**src/rtl/axis_ref_pkg.sv**
```systemverilog
// Package: shared types and constants of the axis referencing sequencer
package axis_ref_pkg;
  localparam int POS_W = 32;
  localparam int VEL_W = 16;
  // Adjustment command state codes
  localparam logic [2:0] ADJ_IDLE = 3'h0;
  localparam logic [2:0] ADJ_VALID = 3'h3;
  localparam logic [2:0] ADJ_ACCEPT = 3'h4;
  // Register byte offsets
  localparam logic [7:0] OFF_CTRL = 8'h00;
  localparam logic [7:0] OFF_STATUS = 8'h04;
  localparam logic [7:0] OFF_ADJ_OFFSET = 8'h08;
  localparam logic [7:0] OFF_ADJ_CMD = 8'h0C;
  localparam logic [7:0] OFF_CAM_VEL = 8'h10;
  localparam logic [7:0] OFF_MAX_ACC = 8'h14;
  localparam logic [7:0] OFF_MAX_DEC = 8'h18;
  localparam logic [7:0] OFF_CAM_DIST = 8'h1C;
  localparam logic [7:0] OFF_REF_COORD = 8'h20;
  localparam logic [7:0] OFF_ENC_POS = 8'h24;
  localparam logic [7:0] OFF_ACT_POS = 8'h28;
  // Control register fields
  localparam int CTRL_CAM_PRESENT = 0;
  localparam int CTRL_EDS_CHANGE = 1;
  localparam int CTRL_CLR_FAULT = 2;
  localparam int CTRL_CLR_NOTE = 3;
  // Status register fields
  localparam int ST_REF_SET = 0;
  localparam int ST_SAVE_NOTE = 1;
  localparam int ST_WRONG_DIR = 2;
  localparam int ST_CAM_MISSING = 3;
  localparam int ST_ACTIVE = 4;
  localparam int ST_SYNC = 5;
  localparam int ST_LIMIT_OFF = 6;
  localparam int ST_OVR_EN = 7;
  // Reset values
  localparam logic [VEL_W-1:0] CAM_VEL_RST = 16'h0100;
  localparam logic [VEL_W-1:0] ACC_RST = 16'h0010;
  localparam logic [POS_W-1:0] CAM_DIST_RST = 32'h0010_0000;

  typedef enum logic [2:0] {
    SEQ_IDLE, SEQ_CAM_SEARCH, SEQ_CAM_BRAKE, SEQ_ZERO_SYNC, SEQ_ABORT_STOP
  } seq_state_e;

  // Motion command to the trajectory stage
  typedef struct packed {
    logic active;
    logic dir_neg;
    logic brake;
    logic [VEL_W-1:0] target_vel;
    logic [VEL_W-1:0] ramp;
  } motion_cmd_s;
endpackage

```
**src/rtl/zero_mark_edge.sv**
```systemverilog
// Zero mark edge selector: direction dependent edge detect
`timescale 1ns/1ps
`default_nettype none
module zero_mark_edge (
  // Clock and reset
  input wire logic clk_i,
  input wire logic rst_i,
  // Synchronised mark and travel direction
  input wire logic mark_i,
  input wire logic pos_increasing_i,
  // Detected edge
  output logic hit_o
);
  logic mark_d_r;
  wire rise = mark_i & ~mark_d_r;
  wire fall = ~mark_i & mark_d_r;
  // No inversion option on the encoder mark
  wire hit_nxt = pos_increasing_i ? rise : fall;
  always_ff @(posedge clk_i) begin
    if (rst_i) begin
      mark_d_r <= 1'b0;
      hit_o <= 1'b0;
    end else begin
      mark_d_r <= mark_i;
      hit_o <= hit_nxt;
    end
  end
endmodule // zero_mark_edge
`default_nettype wire

```
**src/rtl/axis_referencing_sequencer.sv**
```systemverilog
// Axis referencing sequencer: offset adjustment and cam search
// What this block does
// - Adjustment command 4 computes position from offset, reports 3, sets reference flag.
// - Accepted offset acts at once, no restart needed.
// - Identified adjustment raises a save-to-nonvolatile note.
// - Offset held in retained register across reset; actual position and reference flag reset to 0.
// - Incremental encoder switch-on sets non-referenced position to 0.
// - Start input with cam present and type 0 begins cam travel.
// - Start must stay asserted; early drop aborts referencing.
// - Starting an approach clears the reference flag.
// - Limit switches off during approach; only traversing range checked.
// - Velocity override applies only during cam search.
// - Without cam, zero-mark sync starts directly.
// - Cam search at max acceleration; direction input 0 means positive.
// - Cam reached: one cycle of braking at max deceleration, then zero-mark sync without waiting for standstill.
// - Either reversing cam reverses search direction.
// - Reversing cam hit from wrong direction raises a fault.
// - Reversing cams active low; both active keeps axis still during cam search.
// - Cam found starts zero-mark sync after the one brake cycle.
// - Max cam distance exceeded stops axis, raises cam-not-found fault.
// - Already on cam at start skips straight to sync.
// - Encoder data set change clears reference flag.
// - Zero mark rising edge when increasing, falling when decreasing.
// - At reference point load positions with coordinate unless an offset was accepted since reset, then set flag.
//
// The register offsets and the Wishbone interface to the registers were chosen for this implementation.
`timescale 1ns/1ps
`default_nettype none
module axis_referencing_sequencer #(
  parameter int POS_W = axis_ref_pkg::POS_W,
  parameter int VEL_W = axis_ref_pkg::VEL_W
) (
  // Clock and reset
  input wire logic clk_i,
  input wire logic rst_i,
  // Wishbone slave
  input wire logic cyc_i,
  input wire logic stb_i,
  input wire logic we_i,
  input wire logic [7:0] adr_i,
  input wire logic [3:0] sel_i,
  input wire logic [31:0] dat_i,
  output logic [31:0] dat_o,
  output logic ack_o,
  // Controller and switch pins
  input wire logic referencing_start_input_i,
  input wire logic referencing_type_select_i,
  input wire logic start_direction_input_i,
  input wire logic reference_cam_input_i,
  input wire logic reversing_cam_minus_input_n_i,
  input wire logic reversing_cam_plus_input_n_i,
  input wire logic zero_mark_i,
  input wire logic at_standstill_i,
  input wire logic ref_point_reached_i,
  // Position feedback and override
  input wire logic [POS_W-1:0] axis_pos_i,
  input wire logic [7:0] velocity_override_i,
  // Outputs
  output axis_ref_pkg::motion_cmd_s motion_o,
  output logic reference_point_set_flag_o,
  output logic sw_limit_enable_o,
  output logic zero_sync_active_o,
  output logic zero_mark_hit_o,
  output logic wrong_dir_fault_o,
  output logic cam_missing_fault_o,
  output logic save_note_o
);
  // ==========================================================
  // Pin synchronisers (two flops before any logic)
  localparam int NSYNC = 7;
  logic [NSYNC-1:0] s1_r, s2_r;
  wire [NSYNC-1:0] pins = {zero_mark_i, reversing_cam_plus_input_n_i,
    reversing_cam_minus_input_n_i, reference_cam_input_i, start_direction_input_i,
    referencing_type_select_i, referencing_start_input_i};
  always_ff @(posedge clk_i) begin
    if (rst_i) begin
      // Idle pin levels: reversing cams released, so no false edge after reset
      s1_r <= 7'h30;
      s2_r <= 7'h30;
    end else begin
      s1_r <= pins;
      s2_r <= s1_r;
    end
  end
  wire start_s = s2_r[0];
  wire type_s = s2_r[1];
  wire dir_s = s2_r[2];
  wire cam_s = s2_r[3];
  wire rev_minus = ~s2_r[4];
  wire rev_plus = ~s2_r[5];
  wire mark_s = s2_r[6];

  // ==========================================================
  // Registers
  logic cam_present_r;
  logic [POS_W-1:0] adj_offset_r;
  logic [2:0] adj_cmd_r;
  logic [VEL_W-1:0] cam_vel_r, acc_r, dec_r;
  logic [POS_W-1:0] cam_dist_r, ref_coord_r, act_pos_r, ref_shift_r;
  logic ref_set_r, note_r, wrong_r, missing_r;
  logic abs_mode_r;

  wire wb_req = cyc_i & stb_i & ~ack_o;
  // Writes land on the edge where the master sees ack, address still held
  wire wb_wr = cyc_i & stb_i & ack_o & we_i;
  wire [31:0] wmask = {{8{sel_i[3]}}, {8{sel_i[2]}}, {8{sel_i[1]}}, {8{sel_i[0]}}};
  wire wr_ctrl = wb_wr & (adr_i == axis_ref_pkg::OFF_CTRL);
  wire wr_off = wb_wr & (adr_i == axis_ref_pkg::OFF_ADJ_OFFSET);
  wire wr_cmd = wb_wr & (adr_i == axis_ref_pkg::OFF_ADJ_CMD) & sel_i[0];
  wire wr_vel = wb_wr & (adr_i == axis_ref_pkg::OFF_CAM_VEL);
  wire wr_acc = wb_wr & (adr_i == axis_ref_pkg::OFF_MAX_ACC);
  wire wr_dec = wb_wr & (adr_i == axis_ref_pkg::OFF_MAX_DEC);
  wire wr_dist = wb_wr & (adr_i == axis_ref_pkg::OFF_CAM_DIST);
  wire wr_coord = wb_wr & (adr_i == axis_ref_pkg::OFF_REF_COORD);
  wire [31:0] ctrl_w = dat_i & wmask;
  wire eds_change = wr_ctrl & ctrl_w[axis_ref_pkg::CTRL_EDS_CHANGE];
  wire clr_fault = wr_ctrl & ctrl_w[axis_ref_pkg::CTRL_CLR_FAULT];
  wire clr_note = wr_ctrl & ctrl_w[axis_ref_pkg::CTRL_CLR_NOTE];
  wire adj_accept = wr_cmd & (dat_i[2:0] == axis_ref_pkg::ADJ_ACCEPT);

  // ==========================================================
  // Sequencer
  axis_ref_pkg::seq_state_e state_r, state_nxt;
  logic dir_neg_r;
  logic [POS_W-1:0] start_pos_r;
  wire start_ok = start_s & ~type_s;
  logic start_d_r;
  wire start_edge = start_ok & ~start_d_r;
  wire idle = (state_r == axis_ref_pkg::SEQ_IDLE);
  wire busy = ~idle & (state_r != axis_ref_pkg::SEQ_ABORT_STOP);
  wire launch = idle & start_edge;
  // Distance either way from the start, so a turn at a reversing cam keeps counting
  wire [POS_W-1:0] pos_diff = POS_W'(axis_pos_i - start_pos_r);
  wire [POS_W-1:0] travelled = pos_diff[POS_W-1] ? POS_W'(start_pos_r - axis_pos_i) : pos_diff;
  wire search = (state_r == axis_ref_pkg::SEQ_CAM_SEARCH);
  wire both_rev = rev_minus & rev_plus;
  logic rev_minus_d_r, rev_plus_d_r;
  // Act on a cam becoming active; standing on it after the turn is no fault
  wire rev_minus_e = rev_minus & ~rev_minus_d_r;
  wire rev_plus_e = rev_plus & ~rev_plus_d_r;
  wire wrong_hit = search & ~both_rev &
    ((rev_minus_e & ~dir_neg_r) | (rev_plus_e & dir_neg_r));
  wire rev_hit = search & (rev_minus_e | rev_plus_e) & ~both_rev;
  wire dist_over = search & (travelled >= cam_dist_r);
  wire zm_hit;
  wire ref_done = (state_r == axis_ref_pkg::SEQ_ZERO_SYNC) &
    (state_nxt == axis_ref_pkg::SEQ_IDLE);

  always_comb begin
    state_nxt = state_r;
    unique case (state_r)
      axis_ref_pkg::SEQ_IDLE: begin
        if (launch) begin
          if (!cam_present_r || cam_s) state_nxt = axis_ref_pkg::SEQ_ZERO_SYNC;
          else state_nxt = axis_ref_pkg::SEQ_CAM_SEARCH;
        end
      end
      axis_ref_pkg::SEQ_CAM_SEARCH: begin
        if (!start_ok || dist_over || wrong_hit) state_nxt = axis_ref_pkg::SEQ_ABORT_STOP;
        else if (cam_s) state_nxt = axis_ref_pkg::SEQ_CAM_BRAKE;
      end
      axis_ref_pkg::SEQ_CAM_BRAKE: begin
        if (!start_ok) state_nxt = axis_ref_pkg::SEQ_ABORT_STOP;
        else state_nxt = axis_ref_pkg::SEQ_ZERO_SYNC;
      end
      axis_ref_pkg::SEQ_ZERO_SYNC: begin
        if (!start_ok) state_nxt = axis_ref_pkg::SEQ_ABORT_STOP;
        else if (ref_point_reached_i) state_nxt = axis_ref_pkg::SEQ_IDLE;
      end
      axis_ref_pkg::SEQ_ABORT_STOP: begin
        if (at_standstill_i) state_nxt = axis_ref_pkg::SEQ_IDLE;
      end
    endcase
  end

  // ==========================================================
  // Motion command
  wire [VEL_W+7:0] ovr_prod = cam_vel_r * velocity_override_i;
  // Override only while searching so cam end and mark are crossed alike
  wire [VEL_W-1:0] search_vel = ovr_prod[VEL_W+6:7];
  axis_ref_pkg::motion_cmd_s motion_nxt;
  always_comb begin
    motion_nxt = '0;
    motion_nxt.dir_neg = dir_neg_r;
    if (search && !both_rev) begin
      motion_nxt.active = 1'b1;
      motion_nxt.target_vel = search_vel;
      motion_nxt.ramp = acc_r;
    end else if (state_r == axis_ref_pkg::SEQ_ZERO_SYNC) begin
      motion_nxt.active = 1'b1;
      motion_nxt.target_vel = cam_vel_r;
      motion_nxt.ramp = acc_r;
    end else if (!idle) begin
      motion_nxt.active = 1'b1;
      motion_nxt.brake = 1'b1;
      motion_nxt.ramp = dec_r;
    end
  end

  zero_mark_edge u_zm (
    .clk_i(clk_i),
    .rst_i(rst_i),
    .mark_i(mark_s),
    .pos_increasing_i(~dir_neg_r),
    .hit_o(zm_hit)
  );

  // ==========================================================
  // Sequencer and flag registers
  always_ff @(posedge clk_i) begin
    if (rst_i) begin
      state_r <= axis_ref_pkg::SEQ_IDLE;
      dir_neg_r <= 1'b0;
      start_pos_r <= '0;
      start_d_r <= 1'b0;
      motion_o <= '0;
      ref_set_r <= 1'b0;
      wrong_r <= 1'b0;
      missing_r <= 1'b0;
      note_r <= 1'b0;
      adj_cmd_r <= axis_ref_pkg::ADJ_IDLE;
      act_pos_r <= '0;
      abs_mode_r <= 1'b0;
      ref_shift_r <= '0;
      rev_minus_d_r <= 1'b0;
      rev_plus_d_r <= 1'b0;
    end else begin
      state_r <= state_nxt;
      rev_minus_d_r <= rev_minus;
      rev_plus_d_r <= rev_plus;
      start_d_r <= start_ok;
      motion_o <= motion_nxt;
      if (launch) begin
        dir_neg_r <= dir_s;
        start_pos_r <= axis_pos_i;
      end else if (rev_hit && !wrong_hit) begin
        dir_neg_r <= ~dir_neg_r;
      end
      // Fault flags: set wins over clear
      wrong_r <= wrong_hit | (wrong_r & ~clr_fault);
      missing_r <= dist_over | (missing_r & ~clr_fault);
      note_r <= adj_accept | (note_r & ~clr_note);
      if (adj_accept) begin
        adj_cmd_r <= axis_ref_pkg::ADJ_VALID;
        abs_mode_r <= 1'b1;
      end else if (wr_cmd) begin
        adj_cmd_r <= dat_i[2:0];
      end
      // Reference flag
      if (adj_accept) ref_set_r <= 1'b1;
      else if (launch || eds_change) ref_set_r <= 1'b0;
      else if (ref_done) ref_set_r <= 1'b1;
      // Actual position; encoder plus offset once an offset is accepted, else after referencing it follows the encoder from the coordinate
      if (abs_mode_r || adj_accept) begin
        act_pos_r <= POS_W'(axis_pos_i + adj_offset_r);
      end else if (ref_done) begin
        act_pos_r <= ref_coord_r;
        ref_shift_r <= POS_W'(ref_coord_r - axis_pos_i);
      end else if (ref_set_r) begin
        act_pos_r <= POS_W'(axis_pos_i + ref_shift_r);
      end
    end
  end

  // Offset kept in retained storage; reset does not touch it
  always_ff @(posedge clk_i) begin
    if (wr_off) adj_offset_r <= (adj_offset_r & ~wmask) | (dat_i & wmask);
  end

  // ==========================================================
  // Configuration registers
  always_ff @(posedge clk_i) begin
    if (rst_i) begin
      cam_present_r <= 1'b1;
      cam_vel_r <= axis_ref_pkg::CAM_VEL_RST;
      acc_r <= axis_ref_pkg::ACC_RST;
      dec_r <= axis_ref_pkg::ACC_RST;
      cam_dist_r <= axis_ref_pkg::CAM_DIST_RST;
      ref_coord_r <= '0;
    end else begin
      if (wr_ctrl && sel_i[0]) cam_present_r <= dat_i[axis_ref_pkg::CTRL_CAM_PRESENT];
      if (wr_vel) cam_vel_r <= VEL_W'(dat_i & wmask);
      if (wr_acc) acc_r <= VEL_W'(dat_i & wmask);
      if (wr_dec) dec_r <= VEL_W'(dat_i & wmask);
      if (wr_dist) cam_dist_r <= (cam_dist_r & ~wmask) | (dat_i & wmask);
      if (wr_coord) ref_coord_r <= (ref_coord_r & ~wmask) | (dat_i & wmask);
    end
  end

  // ==========================================================
  // Read mux and ack
  logic [31:0] status_w;
  always_comb begin
    status_w = 32'h0;
    status_w[axis_ref_pkg::ST_REF_SET] = ref_set_r;
    status_w[axis_ref_pkg::ST_SAVE_NOTE] = note_r;
    status_w[axis_ref_pkg::ST_WRONG_DIR] = wrong_r;
    status_w[axis_ref_pkg::ST_CAM_MISSING] = missing_r;
    status_w[axis_ref_pkg::ST_ACTIVE] = busy;
    status_w[axis_ref_pkg::ST_SYNC] = (state_r == axis_ref_pkg::SEQ_ZERO_SYNC);
    status_w[axis_ref_pkg::ST_LIMIT_OFF] = busy;
    status_w[axis_ref_pkg::ST_OVR_EN] = search;
  end
  logic [31:0] rd_w;
  always_comb begin
    unique case (adr_i)
      axis_ref_pkg::OFF_CTRL: rd_w = {31'h0, cam_present_r};
      axis_ref_pkg::OFF_STATUS: rd_w = status_w;
      axis_ref_pkg::OFF_ADJ_OFFSET: rd_w = adj_offset_r;
      axis_ref_pkg::OFF_ADJ_CMD: rd_w = {29'h0, adj_cmd_r};
      axis_ref_pkg::OFF_CAM_VEL: rd_w = {16'h0, cam_vel_r};
      axis_ref_pkg::OFF_MAX_ACC: rd_w = {16'h0, acc_r};
      axis_ref_pkg::OFF_MAX_DEC: rd_w = {16'h0, dec_r};
      axis_ref_pkg::OFF_CAM_DIST: rd_w = cam_dist_r;
      axis_ref_pkg::OFF_REF_COORD: rd_w = ref_coord_r;
      axis_ref_pkg::OFF_ENC_POS: rd_w = axis_pos_i;
      axis_ref_pkg::OFF_ACT_POS: rd_w = act_pos_r;
      default: rd_w = 32'h0;
    endcase
  end

  always_ff @(posedge clk_i) begin
    if (rst_i) begin
      ack_o <= 1'b0;
      dat_o <= 32'h0;
      reference_point_set_flag_o <= 1'b0;
      sw_limit_enable_o <= 1'b1;
      zero_sync_active_o <= 1'b0;
      zero_mark_hit_o <= 1'b0;
      wrong_dir_fault_o <= 1'b0;
      cam_missing_fault_o <= 1'b0;
      save_note_o <= 1'b0;
    end else begin
      ack_o <= wb_req;
      dat_o <= wb_req ? rd_w : 32'h0;
      reference_point_set_flag_o <= ref_set_r;
      sw_limit_enable_o <= ~busy;
      zero_sync_active_o <= (state_r == axis_ref_pkg::SEQ_ZERO_SYNC);
      zero_mark_hit_o <= zm_hit & (state_r == axis_ref_pkg::SEQ_ZERO_SYNC);
      wrong_dir_fault_o <= wrong_r;
      cam_missing_fault_o <= missing_r;
      save_note_o <= note_r;
    end
  end
endmodule // axis_referencing_sequencer
`default_nettype wire

```
**config.mk**
```make
export PLATFORM = sky130hd
export DESIGN_NAME = axis_referencing_sequencer
export DESIGN_NICKNAME = d
export VERILOG_FILES = /design/src/rtl/axis_ref_pkg.sv /design/src/rtl/zero_mark_edge.sv /design/src/rtl/axis_referencing_sequencer.sv
export SDC_FILE = /design/constraint.sdc
export NUM_CORES = 1
export LEC_CHECK = 0
export CAP_MARGIN = 20
export CORE_ASPECT_RATIO = 0.5
export CORE_MARGIN = 4
export CORE_UTILIZATION = 60
export CTS_CLUSTER_DIAMETER = 80
export DETAILED_ROUTE_END_ITERATION = 12
export DONT_BUFFER_PORTS = 1
export PLACE_DENSITY_LB_ADDON = 0.2
export SLEW_MARGIN = 20
export SYNTH_ARGS = -nofsm -noshare
export SYNTH_HDL_FRONTEND = slang
export SYNTH_HIERARCHICAL = 1
export SYNTH_SLANG_ARGS = --single-unit
export TNS_END_PERCENT = 10
```
**constraint.sdc**
```tcl
create_clock -name clk_i -period 10.84 [get_ports clk_i]
set_input_delay 3.252 -clock clk_i [delete_from_list [all_inputs] [get_ports clk_i]]
set_output_delay 3.252 -clock clk_i [all_outputs]
set_load 0.02 [all_outputs]
```
After elaboration in Yosys (flattened, before gate mapping)
Cells that the tools add are included.
- bits of input ports: 98
- bits in read-only memories: 0
- flip-flop bits (word level): 347
- RAM bits: 0
- memories kept: 0
- output and inout bits: 75
- bits in latches: 0
- add/subtract/negate cells: 5
- multiply operators: 1
- shift operators: 0
- divide/modulo/power cells: 0
- bitwise operators: 68
- $lt $le $gt $ge: 1
- equality and inequality tests: 16
- reductions and logical operators: 23
- multiplexer cells: 29
- operators with widths (cell ; number):
    $pmux W32 S11 ; 1
    $mux W32 ; 5
    $and A32 B32 Y32 ; 4
    $or A32 B32 Y32 ; 3
    $sub A32 B32 Y32 ; 3
    $add A32 B32 Y32 ; 2
    $mux W16 ; 3
    $and A1 B1 Y1 ; 38
    $eq A8 B5 Y1 const B ; 4
    $ge A32 B32 Y1 ; 1
    $not A32 Y32 ; 1
    $eq A8 B6 Y1 const B ; 3
    $mul A16 B8 Y23 ; 1
    $mux W3 ; 7
    $not A1 Y1 ; 17
    $eq A8 B4 Y1 const B ; 2
    $pmux W3 S5 ; 1
    $mux W1 ; 9
    $eq A8 B3 Y1 const B ; 1
    $logic_not A8 Y1 ; 1
    $eq A3 B2 Y1 const B ; 2
    $eq A3 B3 Y1 const B ; 2
    $logic_not A3 Y1 ; 2
    $mux W2 ; 3
    other kinds (11) ; 27

Logic depth before layout (Yosys ltp)
- depth after elaboration: 13
- gate-level depth with buffers: 26
- mapped depth without buffers: 24

Cells and area by module
The synthesis kept the hierarchy.
- modules (own cells, without submodules) (module ; area each (sq um) ; cells an instance ; times used ; seq. area each (sq um)):
    axis_referencing_sequencer ; 25205.4 ; 3048 ; 1 ; 7226.9
    zero_mark_edge ; 71.3 ; 6 ; 1 ; 40.0

Worst setup path before layout
Ideal clock, no wire load.
- path type: in2reg
- start: input axis_pos_i[25]
- end: register state_r[0]
- slack: 2.880 ns
- cell stages on the path: 25
- path buffers: 5
- required time: 10.780 ns
- setup time: 0.060 ns
- arrival: 7.900 ns
- path through: inv_1 > ha_1 > buf_4 > and3_1 > nand2_1 > nor2_1 > a211o_1 > or3_1 > buf_4 > nand2_4 > buf_2 > buf_2 > buf_2 > mux2_2 > ha_1 > a21o_1 > a21o_1 > a21oi_1 > o21ai_0 > a21oi_1 > o21ai_0 > a221oi_1 > nor2_1 > nor4b_1 > a41o_1
- longest elaborated chain between the ends: 8
- elaborated cells between the ends (all ways): 9
- ends and longest elaborated chain (what ; RTL line ; source):
    from (decl) ; axis_referencing_sequencer.sv:56 ; input wire logic [POS_W-1:0] axis_pos_i,
    $sub A32 B32 Y32, on equally long branches ; axis_referencing_sequencer.sv:133, axis_referencing_sequencer.sv:134 ;
    $mux W32 (*) ; axis_referencing_sequencer.sv:134 ; wire [POS_W-1:0] travelled = pos_diff[POS_W-1] ? POS_W'(start_pos_r - axis_pos_i) : pos_diff;
    $ge A32 B32 Y1 (*) ; axis_referencing_sequencer.sv:144 ; wire dist_over = search & (travelled >= cam_dist_r);
    $and A1 B1 Y1 (*) ; axis_referencing_sequencer.sv:144 ;
    $logic_or A1 B1 Y1 (*) (2 in a row) ; axis_referencing_sequencer.sv:159 ; if (!start_ok || dist_over || wrong_hit) state_nxt = axis_ref_pkg::SEQ_ABORT_STOP;
    $mux W3 (*) ; axis_referencing_sequencer.sv:159 ;
    $pmux W3 S5 (*) ; axis_referencing_sequencer.sv:151 ; unique case (state_r)
    to (signal assigned) ; axis_referencing_sequencer.sv:212 ; state_r <= axis_ref_pkg::SEQ_IDLE;
    to (signal assigned) ; axis_referencing_sequencer.sv:228 ; state_r <= state_nxt;
    to (decl) ; axis_referencing_sequencer.sv:123 ; axis_ref_pkg::seq_state_e state_r, state_nxt;
Every way passes the cells marked *; elsewhere a longest branch is shown, timed or not.
A chain may end at the register's enable or synchronous reset.

Worst setup path after layout
- start: input axis_pos_i[14]
- end: register state_r[1]
Same word-level chain as after synthesis.

==> qor.csv <==
stage,metric,value,unit
outcome,status,finished clean,
critical_path,r2r-end,state_r[1],
flow_run,maxCapViolCount,0,
critical_path,path_class,input port to flip-flop,
sta,max_freq,118,MHz
clock_network,cts.clk_slew.worst_paths,0.07,ns
critical_path,crit_path_start,axis_pos_i[14],
yosys,yosysMostFrequentCell,a21oi_1,
pwr,p_seq_share,43.1,%
critical_path,worst_setup_path_end_kind,flip-flop,
critical_path,critPathLaunchType,input port,
yosys,yosysTopAreaCell,dfxtp_1,
sta,finClkSkew,0.0112,ns
sta,period_share,78.1,%
yosys,seq_area_frac_synth,28.7,%
sta,worst_slew_pin_slew,1.30,ns
placement,dpl-instance-area,0.0256,mm²
yosys,synth_edf_count,32,
detailed_routing,drc,0,
critical_path,critPathMaxFanout,43,
yosys,synth_nets,3465,
yosys,synth_warnings,6,
pwr,max-vdd-ir-drop,122,µV
pwr,swShare,31.3,%
global_routing,track_usage,38.3,%
pwr,power.share.clock,36.9,%
floorplanning,die_area,0.0457,mm²
yosys,synthCells,3054,
global_routing,overflow,0,
clock_network,cts_setup_buffers,0,
final_layout,multi_input_area,0.0166,mm²
sta,setup_tns,0,ns
critical_path,worstPathArrival,9.03,ns
detailed_routing,vias,23100,
pwr,internal_power,2240,µW
floorplanning,core,0.0410,mm²
clock_network,cts_hold_buf,0,
pwr,combinationalPowerShare,19.9,%
sta,hold_viol,0,
pwr,leakagePower,0.0112,µW
global_routing,grt_max_degree,239,
floorplanning,num_io_pins,173,
detailed_routing,first_iter_violations,2926,
final_layout,drive_above_1_share,4.13,%
clock_network,clk_latency,0.62,ns
clock_network,htreeDepth,1,
placement,dp_cells,3463,
floorplanning,initial_utilization,61.7,%
global_routing,grt_pass1_wl,136000,µm
detailed_routing,dr.pass1.iters,9,
final_layout,regArea,0.00727,mm²
floorplanning,rows,52,
yosys,synth_common_cells,"a21oi_1, nand2_1, dfxtp_1",
pwr,p_sw,1020,µW
detailed_routing,via_per_inst,6.56,
detailed_routing,postRouteAntennaNets,0,
clock_network,clock_sinks,347,
final_layout,area_delta_synth_final,5.45,%
critical_path,crit_end,state_r[1],
detailed_routing,wl,89900,µm
yosys,synth-seq-cells,347,
pwr,finalPower,3250,µW
hold_path,hold_class,flip-flop to flip-flop,
final_layout,nFillCells,3541,
sta,drv_slew,0,
sta,grt_setup_unrepaired,no,
floorplanning,die-height,153,µm
yosys,synth_area_leaders,"dfxtp_1, ha_1, fa_1, a21oi_1, nand2_1",
critical_path,critPathRequiredTime,11.41,ns
placement,place_congestion,0.993,
global_routing,grt_pass1_vias,22200,
placement,dp_hpwl,67200,µm
clock_network,numCtsBuffers,31,
sta,slew_headroom,12.9,%
clock_network,cts_tree,yes,
yosys,ys_async_sr_fraction,0,%
clock_network,root_buffer,clkbuf_16,
yosys,synth_flop_cell,dfxtp_1,
critical_path,reg2reg_from,start_pos_r[14],
floorplanning,die_w,298,µm
yosys,synth_top_area_share,24.9,%
sta,finalSetupViolCount,0,
final_layout,design_area,0.0267,mm²
critical_path,reg2reg_slack,4.70,ns
critical_path,reg2reg_depth,20,
clock_network,cts_resized,0,
placement,port_buffers,0,
sta,period_minus_slack,8.46,ns
yosys,synth.distinct_cells,84,
global_routing,antenna_found_initial,6,
clock_network,cts.path.max_buffers,3,
pwr,power.density,122,mW/mm²
yosys,avgSynthCellArea,8.28,µm²
yosys,syn_area,0.0253,mm²
final_layout,nNetsFinal,3367,
final_layout,stdcell_count,3525,
detailed_routing,wl_per_cell,25.5,µm
stage by stage:
stage	util [%]	worst slack, ns	hold WS [ns]
5_1_grt	65.0	1.92	0.433
6_report	65.0	2.38	0.418
4_1_cts	65.0	2.42	0.420
3_5_place_dp	62.4	1.75	0.399
3_3_place_gp	62.4	1.99	0.398
2_1_floorplan	-	2.88	0.389
layout make-up:
cell class,instances,area share (%)
Inverter,222,3.13
Sequential cell,347,27.3
Antenna cell,5,0.0469
Multi-Input combinational cell,2327,62.2
Timing Repair Buffer,27,0.760
Clock inverter,17,0.793
Clock buffer,40,3.22
Tap cell,540,2.53
power by group through the flow:
stage                     clock network [µW]  logic [µW]  registers, µW
after floorplan                            0         489           1410
after global routing                    1260         712           1410
after detailed placement                   0         626           1430
final                                   1200         648           1400
after CTS                               1210         632           1400
after global placement                     0         625           1430
critical path: stages:
cell       delay, ns
inv_1           0.04
ha_1            0.57
nand2_1         0.14
o21ai_0         0.34
a21oi_1         0.17
a2111oi_4       0.41
o21ai_1         0.23
nand2_4         0.54
mux2_2          0.45
a31oi_1         0.35
xnor2_1         0.14
ha_1            0.18
or4_1           0.39
a21oi_1         0.22
nand2_1         0.09
a41oi_1         0.17
o21ai_0         0.15
a221oi_1        0.29
nor2_1          0.16
nor4b_1         0.49
a41o_1          0.24
per-layer routing:
| metal | up-vias | global-route usage [%] | share of wire, % |
|---|---|---|---|
| met5 | - | 0 | 0.031 |
| met4 | 4 | 14.5 | 4.4 |
| met3 | 212 | 11.0 | 12 |
| met2 | 1333 | 58.4 | 43 |
| met1 | 11000 | 51.7 | 41 |
| li1 | 10500 | - | - |
cells by family after synthesis:
| kind of cell | after synthesis | synth area share [%] |
|---|---|---|
| muxes | 91 | 3.65 |
| buffers and inverters | 380 | 5.84 |
| AOI/OAI and AO/OA | 888 | 22.9 |
| adders and majority gates | 313 | 18.1 |
| and+or+nand+nor | 910 | 16.4 |
| DFF | 347 | 28.7 |
| xor gates and xnor gates | 125 | 4.33 |
worst min path at each step:
stage / from / cells after the start / end
after detailed placement: s1_r[5] / 1 / s2_r[5]
final: s1_r[5] / 1 / s2_r[5]
after CTS: s1_r[5] / 1 / s2_r[5]
after floorplan: s1_r[4] / 1 / s2_r[4]
after global routing: s1_r[4] / 1 / s2_r[4]
after global placement: s1_r[4] / 1 / s2_r[4]
layout by cell type, fill, tap and decap left out, types with 12 or more instances in the layout:
cell type and n:
a211oi_1 36, a21o_1 91, a21oi_1 341, a221oi_1 15, a222oi_1 21, a22oi_1 58
a31oi_1 21, a41oi_1 12, and2_1 64, and3_1 17, buf_4 27, clkbuf_16 31
dfxtp_1 315, edfxtp_1 32, fa_1 87, ha_1 226, inv_1 220, mux2i_1 85
nand2_1 338, nand2b_1 21, nand3_1 62, nand4_1 19, nor2_1 255, nor2b_1 30
nor3_1 33, o211ai_1 20, o21a_1 18, o21ai_0 105, o21bai_1 30, o22ai_1 19
xnor2_1 77, xor2_1 48
Note: power is estimated with default switching activity, not from simulation.
